==> src/verilog/dct_regs.svh <==
// register offsets, field values and codes for the channel termination block
`ifndef DCT_REGS_SVH
`define DCT_REGS_SVH
// ---------------------------------------------------------------
// register offsets
// ---------------------------------------------------------------
`define DCT_A_STATUS 8'h00
`define DCT_A_FAULT 8'h04
`define DCT_A_CTRL 8'h08
`define DCT_A_CONFIG 8'h0C
`define DCT_A_MCOUNT 8'h10
`define DCT_A_BCOUNT 8'h14
`define DCT_A_MADDR 8'h18
`define DCT_A_BADDR 8'h1C
`define DCT_AV_AW 8
`define DCT_CNT_W 16
`define DCT_ADR_W 32
// control bits
`define DCT_CTL_START 7
`define DCT_CTL_CONT 6
`define DCT_CTL_SAB 4
`define DCT_CTL_IE 3
// field values
`define DCT_OP_BYTE 2'h0
`define DCT_OP_WORD 2'h1
`define DCT_OP_LONG 2'h2
`define DCT_OP_RSV 2'h3
`define DCT_CH_NONE 2'h0
`define DCT_CH_RSV 2'h1
`define DCT_CH_SEQ 2'h2
`define DCT_CH_LINK 2'h3
`define DCT_DESC_STEP 6
`endif

==> src/verilog/dct_pkg.sv <==
// types shared by the channel termination block
`default_nettype none
package dct_pkg;
  typedef struct packed {
    logic complete, bswitch, ended, fault, running, rsv2, line_evt, rsv0;
  } dct_flags_t;
  typedef struct packed {
    logic port8;
    logic [1:0] opsz;
    logic [1:0] chain;
    logic pcl_abort, dual, ext;
  } dct_cfg_t;
  typedef enum logic [2:0] {DCT_IDLE = 3'h1, DCT_RUN = 3'h2, DCT_DESC = 3'h4} dct_state_t;
  typedef enum logic [2:0] {
    DCT_F_NONE = 3'h0, DCT_F_CFG = 3'h1, DCT_F_TIM = 3'h2, DCT_F_ADR = 3'h3,
    DCT_F_BUS = 3'h4, DCT_F_CNT = 3'h5, DCT_F_EXT = 3'h6, DCT_F_SOFT = 3'h7
  } dct_fault_t;
  typedef struct packed {
    logic op_begin, op_done, bus_cycle, last_cycle, strobe;
    logic bus_master, odd_addr, bus_fault, desc_load;
    logic [15:0] desc_count;
    logic [31:0] desc_addr;
    logic [31:0] desc_link;
  } dct_xfer_t;
endpackage : dct_pkg
`default_nettype wire

==> src/verilog/dct_termination.sv <==
// channel termination and fault detection for one dma channel
//
// The implementer's own choices: the Avalon-MM interface to the registers and the register addresses.
`timescale 1ns/10ps
`default_nettype none
`include "dct_regs.svh"
module dct_termination #(
  parameter int CNT_W = `DCT_CNT_W,
  parameter int ADR_W = `DCT_ADR_W
) (
  input wire logic clock, // 125 MHz
  input wire logic rst, // async, active high
  input wire logic [`DCT_AV_AW-1:0] avs_address, // byte address
  input wire logic avs_read, // read request
  input wire logic avs_write, // write request
  input wire logic [31:0] avs_writedata, // write data
  output logic [31:0] avs_readdata, // read data
  output logic avs_waitrequest, // low for one cycle per answer
  input wire dct_pkg::dct_xfer_t xf, // transfer engine events
  input wire logic block_end_n_in, // block end pin level
  output logic block_end_out, // block end pin drive value
  output logic block_end_oe, // block end pin enable
  input wire logic dev_select_n_in, // device select pin
  input wire logic intr_ack_n_in, // interrupt acknowledge pin
  input wire logic periph_ctl_in, // peripheral control line
  output logic channel_active, // channel running
  output logic intr_req // interrupt request
);
  import dct_pkg::*;

  // ---------------------------------------------------------------
  // state
  // ---------------------------------------------------------------
  dct_state_t state, next_state;
  dct_flags_t flags, next_flags, wflags;
  dct_fault_t cause, next_cause, fcode;
  dct_cfg_t cfg, next_cfg;
  logic [CNT_W-1:0] mcount, next_mcount, bcount, next_bcount;
  logic [ADR_W-1:0] maddr, next_maddr, baddr, next_baddr;
  logic ie, next_ie, cnt, next_cnt;
  logic own_end, next_own_end, pend_end, next_pend_end, pend_dev, next_pend_dev;
  logic wait_q, next_wait, next_oe, next_intr, finish;
  logic [31:0] rdata, next_rdata;
  logic [2:0] be_s, cs_s, ia_s, pcl_s;
  logic be_f, next_be_f, cs_f, next_cs_f, ia_f, next_ia_f, pcl_f, next_pcl_f;
  logic pcl_prev;
  logic acc, wr, wr_ctl, start_req, stale, intrude, busy;

  function automatic logic [ADR_W-1:0] step(input logic [1:0] sz);
    case (sz)
      `DCT_OP_WORD: step = ADR_W'(2);
      `DCT_OP_LONG: step = ADR_W'(4);
      default: step = ADR_W'(1);
    endcase
  endfunction : step

  // reserved chain/size codes, or wide operand on a single-address 8-bit port
  function automatic logic cfg_bad(input dct_cfg_t c);
    cfg_bad = (c.opsz == `DCT_OP_RSV) || (c.chain == `DCT_CH_RSV) ||
              (c.port8 && !c.dual && c.opsz != `DCT_OP_BYTE);
  endfunction : cfg_bad

  assign avs_readdata = rdata;
  assign avs_waitrequest = wait_q;
  assign channel_active = flags.running;

  // ---------------------------------------------------------------
  // next state
  // ---------------------------------------------------------------
  always_comb begin
    next_state = state;
    next_flags = flags;
    next_cause = cause;
    next_cfg = cfg;
    next_mcount = mcount;
    next_bcount = bcount;
    next_maddr = maddr;
    next_baddr = baddr;
    next_ie = ie;
    next_cnt = cnt;
    next_own_end = own_end;
    next_pend_end = pend_end;
    next_pend_dev = pend_dev;
    next_wait = 1'b1;
    next_rdata = rdata;
    next_be_f = be_f;
    next_cs_f = cs_f;
    next_ia_f = ia_f;
    next_pcl_f = pcl_f;
    fcode = DCT_F_NONE;
    finish = 1'b0;
    wflags = dct_flags_t'(avs_writedata[$bits(dct_flags_t)-1:0]);
    busy = flags.running;
    // a change counts once the two later stages agree
    if (be_s[1] == be_s[2]) next_be_f = be_s[2];
    if (cs_s[1] == cs_s[2]) next_cs_f = cs_s[2];
    if (ia_s[1] == ia_s[2]) next_ia_f = ia_s[2];
    if (pcl_s[1] == pcl_s[2]) next_pcl_f = pcl_s[2];
    intrude = xf.bus_master && (cs_f || ia_f);
    acc = (avs_read || avs_write) && !wait_q;
    // an access colliding with our own bus ownership changes nothing
    wr = acc && avs_write && !intrude;
    wr_ctl = wr && (avs_address == `DCT_A_CTRL);
    start_req = wr_ctl && avs_writedata[`DCT_CTL_START];
    stale = flags.running || flags.complete || flags.bswitch || flags.ended || flags.fault;

    if ((avs_read || avs_write) && wait_q) begin
      next_wait = 1'b0;
      case (avs_address)
        `DCT_A_STATUS: next_rdata = 32'(flags);
        `DCT_A_FAULT: next_rdata = 32'(cause);
        `DCT_A_CTRL: next_rdata = 32'({cnt, 2'h0, ie, 3'h0} << 0);
        `DCT_A_CONFIG: next_rdata = 32'(cfg);
        `DCT_A_MCOUNT: next_rdata = 32'(mcount);
        `DCT_A_BCOUNT: next_rdata = 32'(bcount);
        `DCT_A_MADDR: next_rdata = 32'(maddr);
        `DCT_A_BADDR: next_rdata = 32'(baddr);
        default: next_rdata = 32'h0000_0000;
      endcase
    end

    if (wr) begin
      case (avs_address)
        `DCT_A_STATUS: begin
          next_flags.complete = flags.complete && !wflags.complete;
          next_flags.bswitch = flags.bswitch && !wflags.bswitch;
          next_flags.ended = flags.ended && !wflags.ended;
          next_flags.fault = flags.fault && !wflags.fault;
          next_flags.line_evt = flags.line_evt && !wflags.line_evt;
          if (wflags.fault) next_cause = DCT_F_NONE;
        end
        `DCT_A_CONFIG: if (busy) fcode = DCT_F_TIM; else next_cfg = dct_cfg_t'(avs_writedata[7:0]);
        `DCT_A_MCOUNT: if (busy) fcode = DCT_F_TIM; else next_mcount = avs_writedata[CNT_W-1:0];
        `DCT_A_BCOUNT: if (busy) fcode = DCT_F_TIM; else next_bcount = avs_writedata[CNT_W-1:0];
        `DCT_A_MADDR: if (busy) fcode = DCT_F_TIM; else next_maddr = avs_writedata[ADR_W-1:0];
        `DCT_A_BADDR: if (busy) fcode = DCT_F_TIM; else next_baddr = avs_writedata[ADR_W-1:0];
        default: ;
      endcase
    end

    if (wr_ctl) begin
      next_ie = avs_writedata[`DCT_CTL_IE];
      if (start_req) begin
        if (stale) fcode = DCT_F_TIM;
        else if (cfg_bad(cfg)) fcode = DCT_F_CFG;
        else if (cfg.chain == `DCT_CH_NONE && mcount == '0) fcode = DCT_F_CNT;
        else if (cfg.chain == `DCT_CH_SEQ && bcount == '0) fcode = DCT_F_CNT;
        else begin
          next_state = (cfg.chain == `DCT_CH_NONE) ? DCT_RUN : DCT_DESC;
          next_flags.running = 1'b1;
          next_cnt = avs_writedata[`DCT_CTL_CONT];
          next_own_end = 1'b0;
          next_pend_end = 1'b0;
          next_pend_dev = 1'b0;
        end
      end else if (avs_writedata[`DCT_CTL_CONT]) begin
        if (!flags.running || flags.bswitch) fcode = DCT_F_TIM;
        else next_cnt = 1'b1;
      end
      if (avs_writedata[`DCT_CTL_SAB] && busy && fcode == DCT_F_NONE) fcode = DCT_F_SOFT;
    end

    // set after the clear so a new edge is never lost
    if (pcl_f && !pcl_prev) next_flags.line_evt = 1'b1;

    case (state)
      DCT_IDLE: ;
      DCT_RUN: begin
        if (xf.op_begin && mcount == CNT_W'(1) && cfg.ext) next_own_end = 1'b1;
        if (cfg.ext && be_f && (cfg.dual ? xf.bus_cycle : xf.strobe)) begin
          // own drive echoes on the pin: the count path ends it, a continue survives it
          if (!own_end) begin
            next_pend_end = 1'b1;
            next_pend_dev = 1'b1;
          end
        end
        // odd address cycles are refused before any count or address moves
        if (xf.op_done && !xf.odd_addr) begin
          next_mcount = mcount - CNT_W'(1);
          next_maddr = maddr + step(cfg.opsz);
          // early end waits for the operand's last cycle, even on a narrow port
          if (next_pend_end) begin
            finish = 1'b1;
            next_flags.ended = next_pend_dev;
          end else if (mcount == CNT_W'(1)) begin
            if (cnt) begin
              if (bcount == '0) fcode = DCT_F_CNT;
              else begin
                next_mcount = bcount;
                next_maddr = baddr;
                next_cnt = 1'b0;
                next_flags.bswitch = 1'b1;
                next_own_end = 1'b0;
              end
            end else if ((cfg.chain == `DCT_CH_SEQ && bcount != '0) ||
                         (cfg.chain == `DCT_CH_LINK && baddr != '0)) begin
              next_state = DCT_DESC;
              next_own_end = 1'b0;
            end else finish = 1'b1;
          end
        end
      end
      DCT_DESC: begin
        if (xf.desc_load) begin
          if (xf.desc_count[CNT_W-1:0] == '0) fcode = DCT_F_CNT;
          else begin
            next_mcount = xf.desc_count[CNT_W-1:0];
            next_maddr = xf.desc_addr[ADR_W-1:0];
            if (cfg.chain == `DCT_CH_SEQ) begin
              next_bcount = bcount - CNT_W'(1);
              next_baddr = baddr + ADR_W'(`DCT_DESC_STEP);
            end else next_baddr = xf.desc_link[ADR_W-1:0];
            next_state = DCT_RUN;
          end
        end
      end
      default: next_state = DCT_IDLE;
    endcase

    if (busy && fcode == DCT_F_NONE) begin
      if (xf.bus_fault) fcode = DCT_F_BUS;
      else if (xf.odd_addr) fcode = DCT_F_ADR;
      else if (intrude) fcode = DCT_F_ADR;
      else if (cfg.pcl_abort && flags.line_evt) fcode = DCT_F_EXT;
    end
    if (fcode != DCT_F_NONE) begin
      next_flags.fault = 1'b1;
      next_cause = fcode;
      finish = 1'b1;
    end
    // address faults leave counts and addresses as they were
    if (fcode == DCT_F_ADR) begin
      next_mcount = mcount;
      next_maddr = maddr;
      next_bcount = bcount;
      next_baddr = baddr;
    end
    if (finish) begin
      next_state = DCT_IDLE;
      next_flags.running = 1'b0;
      next_flags.complete = 1'b1;
      next_cnt = 1'b0;
      next_own_end = 1'b0;
      next_pend_end = 1'b0;
      next_pend_dev = 1'b0;
    end
    next_oe = next_own_end && xf.bus_cycle && xf.last_cycle;
    next_intr = next_ie && (next_flags.complete || next_flags.bswitch || next_flags.fault);
  end

  // ---------------------------------------------------------------
  // registers
  // ---------------------------------------------------------------
  always_ff @(posedge clock or posedge rst) begin
    if (rst) begin
      state <= DCT_IDLE;
      flags <= '0;
      cause <= DCT_F_NONE;
      cfg <= '0;
      mcount <= '0;
      bcount <= '0;
      maddr <= '0;
      baddr <= '0;
      ie <= 1'b0;
      cnt <= 1'b0;
      own_end <= 1'b0;
      pend_end <= 1'b0;
      pend_dev <= 1'b0;
      wait_q <= 1'b1;
      rdata <= 32'h0000_0000;
      block_end_oe <= 1'b0;
      block_end_out <= 1'b1;
      intr_req <= 1'b0;
      be_s <= 3'h0;
      cs_s <= 3'h0;
      ia_s <= 3'h0;
      pcl_s <= 3'h0;
      be_f <= 1'b0;
      cs_f <= 1'b0;
      ia_f <= 1'b0;
      pcl_f <= 1'b0;
      pcl_prev <= 1'b0;
    end else begin
      state <= next_state;
      flags <= next_flags;
      cause <= next_cause;
      cfg <= next_cfg;
      mcount <= next_mcount;
      bcount <= next_bcount;
      maddr <= next_maddr;
      baddr <= next_baddr;
      ie <= next_ie;
      cnt <= next_cnt;
      own_end <= next_own_end;
      pend_end <= next_pend_end;
      pend_dev <= next_pend_dev;
      wait_q <= next_wait;
      rdata <= next_rdata;
      block_end_oe <= next_oe;
      block_end_out <= !next_oe;
      intr_req <= next_intr;
      be_s <= {be_s[1:0], !block_end_n_in};
      cs_s <= {cs_s[1:0], !dev_select_n_in};
      ia_s <= {ia_s[1:0], !intr_ack_n_in};
      pcl_s <= {pcl_s[1:0], periph_ctl_in};
      be_f <= next_be_f;
      cs_f <= next_cs_f;
      ia_f <= next_ia_f;
      pcl_f <= next_pcl_f;
      pcl_prev <= pcl_f;
    end
  end
endmodule : dct_termination
`default_nettype wire

==> config.mk <==
export PLATFORM = sky130hd
export DESIGN_NAME = dct_termination
export DESIGN_NICKNAME = d
export VERILOG_FILES = /design/src/verilog/dct_pkg.sv /design/src/verilog/dct_termination.sv
export VERILOG_INCLUDE_DIRS = /design/src /design/src/verilog
export SDC_FILE = /design/constraint.sdc
export NUM_CORES = 1
export LEC_CHECK = 0
export ABC_AREA = 1
export BUFFER_PORTS_ARGS = -buffer_cell sky130_fd_sc_hd__buf_4
export CORE_ASPECT_RATIO = 1.25
export CORE_MARGIN = 2
export CORE_UTILIZATION = 49
export CTS_BUF_LIST = sky130_fd_sc_hd__clkbuf_8
export DETAILED_ROUTE_END_ITERATION = 10
export HOLD_SLACK_MARGIN = 0.15
export PLACE_DENSITY = 0.72
export SKIP_CTS_REPAIR_TIMING = 1
export SYNTH_ARGS = -nofsm -noshare
export SYNTH_HDL_FRONTEND = slang
export SYNTH_SLANG_ARGS = --single-unit
==> constraint.sdc <==
create_clock -name clock -period 5.4 [get_ports clock]
set_clock_uncertainty 0.2 [all_clocks]
set_input_delay 0.54 -clock clock [delete_from_list [all_inputs] [get_ports clock]]
set_output_delay 0.54 -clock clock [all_outputs]
set_load 0.05 [all_outputs]
==> results.sh <==
export IMPL_cts_buffer_depth=2
export IMPL_synth_cell_type_count=56
export IMPL_cp_end_kind="flop"
export IMPL_layout_area_overhead_vs_synth_pct=15.3
export IMPL_yosysWarnings=0
export IMPL_synth_common_cells="nand2_1, inv_1, o21ai_0, nor2_1, dfrtp_1"
export IMPL_grtUsageTotal_pct=36.9
export IMPL_final_area_um2=15000
export IMPL_cts_sinks=174
export IMPL_setup_violations_final=0
export IMPL_cts_root_buffer="clkbuf_8"
export IMPL_crit_type="reg2reg"
export IMPL_start_util_pct=50.0
export IMPL_syn_inst=1934
export IMPL_rows=66
export IMPL_cp_slowest_cell="buf_4"
export IMPL_synthTopCellsByArea="dfrtp_1, nand2_1, o21ai_0"
export IMPL_postLayoutCoreUtil_pct=57.7
export IMPL_core_um2=26100
export IMPL_placedCellCount=2364
export IMPL_power_leakage_nw=6.83
export IMPL_synth_top_area_share_pct=32.8
export IMPL_max_stage_delay_ns=0.75
export IMPL_synthArstFlopShare_pct=100
export IMPL_ys_flop_type="dfrtp_1"
export IMPL_worstSetupStartpointType="flop"
export IMPL_status="finished clean"
export IMPL_route_detailed_drc=0
export IMPL_period_needed_ns=4.09
export IMPL_layout_nets=2204
export IMPL_insertion_delay_ns=0.51
export IMPL_wire_per_inst_um=21.5
export IMPL_synth_most_common_cell="nand2_1"
export IMPL_syn_area_um2=13100
export IMPL_power_density_nw_per_um2=321
export IMPL_report_final_slew_viol_count=0
export IMPL_max_freq_mhz=245
export IMPL_max_slew_margin_rel_pct=32.3
export IMPL_use_met3_pct=4.60
export IMPL_io_buffers=173
export IMPL_min_path_type="in2async"
export IMPL_dp_hpwl_um=37900
export IMPL_synth_edf_count=0
export IMPL_yosysSeqAreaShare_pct=33.4
export IMPL_dpl_cell_area_um2=14500
export IMPL_dieWidth_um=150
export IMPL_cts_tree="done"
export IMPL_grt_pass1_vias=14100
export IMPL_avgViaCountPerCell=6.14
export IMPL_synth_seq_cells=174
export IMPL_postRouteAntennaNets=0
export IMPL_met1_usage_pct=43.4
export IMPL_cp_data_arrival_time_ns=4.32
export IMPL_die_h_um=187
export IMPL_crit_path_max_fanout=84
export IMPL_clk_pin_slew_ns=0.13
export IMPL_vdd_drop_max_mv=0.174
export IMPL_fin_crit_sh_pct=75.7
export IMPL_rsz0062_at_grt="no"
export IMPL_overflow=0
export IMPL_routabilityCongestion=1.01
export IMPL_cts_made_buffers=17
export IMPL_synth_top_area_cell="dfrtp_1"
export IMPL_synth_nets=2085
export IMPL_grt_max_degree=175
export IMPL_n_antenna_cell=0
export IMPL_totalWireLength_um=51700
export IMPL_antenna_found_initial=0
export IMPL_ctsHtreeMaxLevel=4
export IMPL_use_met2_pct=59.4
export IMPL_hold_violations=0
export IMPL_cp_common_cell="buf_4"
export IMPL_die_area_um2=28000
export IMPL_drive_gt1_share_pct=13.7
export IMPL_fin_cells=2406
export IMPL_tightest_slew_ns=1.02
export IMPL_dr_total_vias=14800
export IMPL_critPathRequiredTime_ns=5.63
export IMPL_avgSynthCellArea_um2=6.75
export IMPL_ioPinCount=174
export IMPL_max_cap_violations=0
export IMPL_path_cells="nor3_2, buf_4, inv_1, buf_4, nor2_1, nand4_2, nand3_2, nor2_2, nand3_4, buf_4, buf_4, a21oi_1, a21oi_1"
export IMPL_firstDrtPassIters=6
export IMPL_grt_pass1_wl_um=79200
export IMPL_drt_iter0_markers=1299
export IMPL_grt_most_used_layer="met2"
export IMPL_finalSetupTns_ns=0
-- final timing paths --
path	cells after the start	startpoint	slack (ns)	endpoint
max in group asynchronous	3	rst	4.12	state[1]
worst min register to register	0	ia_s[0]	0.16	ia_s[1]
worst min-delay path	3	rst	0.13	maddr[16]
worst max register to register	13	state[0]	1.31	baddr[27]
worst max-delay path	13	state[0]	1.31	baddr[27]
min in group clock	3	avs_writedata[1]	0.13	cfg[1]
-- kinds of logic (layout without fill, tap and decap cells) --
group	after synthesis	after routing	share of synthesized area (%)
xor gates and xnor gates	39	39	2.62
DFF	174	174	33.4
adders and majority gates	18	18	1.71
muxes	3	3	0.240
AOI/OAI and AO/OA	595	595	26.4
and+or+nand+nor	783	783	25.8
buffers and inverters	322	454	9.89
-- placed cells by master (no fill, tap or decap), types with 5 or more instances in the layout --
cell,count
o21ai_0,200
o221ai_1,7
a21oi_1,153
nor2_4,7
nand2_2,6
o2111ai_1,6
a221oi_1,10
inv_2,7
o31ai_1,6
nor2_1,182
nand2_1,408
buf_4,194
nand3_1,74
o22ai_1,71
o211ai_1,48
nor3_1,32
ha_1,13
inv_8,5
o311ai_0,5
o21ai_1,19
a22oi_1,5
a211oi_1,7
or2_2,9
nor2_2,8
nand4_1,28
clkbuf_8,17
inv_1,207
dlygate4sd3_1,10
nor4_1,10
xor2_1,37
dfrtp_1,171
a31oi_1,44
-- layer usage --
metal	share of wire, %	vias up
met1	37	6864
met2	46	807
met4	9.9	0
met5	0	-
met3	7.0	248
li1	-	6851
-- through the flow --
| stage | hold WS, ns | setup slack (ns) | power (mW) |
|---|---|---|---|
| floorplan | 0.131 | 2.33 | 3.11 |
| global placement | 0.133 | 1.33 | 3.72 |
| detailed placement | 0.135 | 1.25 | 3.76 |
| CTS | -0.0819 | 1.36 | 4.79 |
| global route | 0.153 | 1.00 | 5.12 |
| finish | 0.128 | 1.31 | 4.83 |
-- flip-flops by register name, summed over array words and instances, names as in the netlist, 3 cells and up --
| name | flops |
|---|---|
| baddr | 32 |
| be_s | 3 |
| avs_readdata | 32 |
| cfg | 8 |
| pcl_s | 3 |
| bcount | 16 |
| state | 3 |
| ia_s | 3 |
| mcount | 16 |
| cs_s | 3 |
| maddr | 32 |
| flags | 5 |
| cause | 3 |
-- layout make-up --
type | count | area (µm²)
Fill cell | 2592 | 11000
Sequential cell | 174 | 4360
Clock inverter | 15 | 195
Clock buffer | 17 | 234
Timing Repair Buffer | 205 | 1580
Tap cell | 340 | 425
Multi-Input combinational cell | 1438 | 7440
Inverter | 217 | 818
-- critical path, delay by kind of cell (launching register included) --
| kind | cells | cell delay, ns |
|---|---|---|
| buffers and inverters | 5 | 2.06 |
| and+or+nand+nor | 6 | 0.96 |
| DFF | 1 | 0.39 |
| AOI/OAI and AO/OA | 2 | 0.33 |
-- power breakdown --
group | switching [mW] | internal [mW]
Clock | 0.631 | 0.402
Sequential | 0.375 | 1.58
Combinational | 1.20 | 0.645
Power figures use the tool's default switching activity.
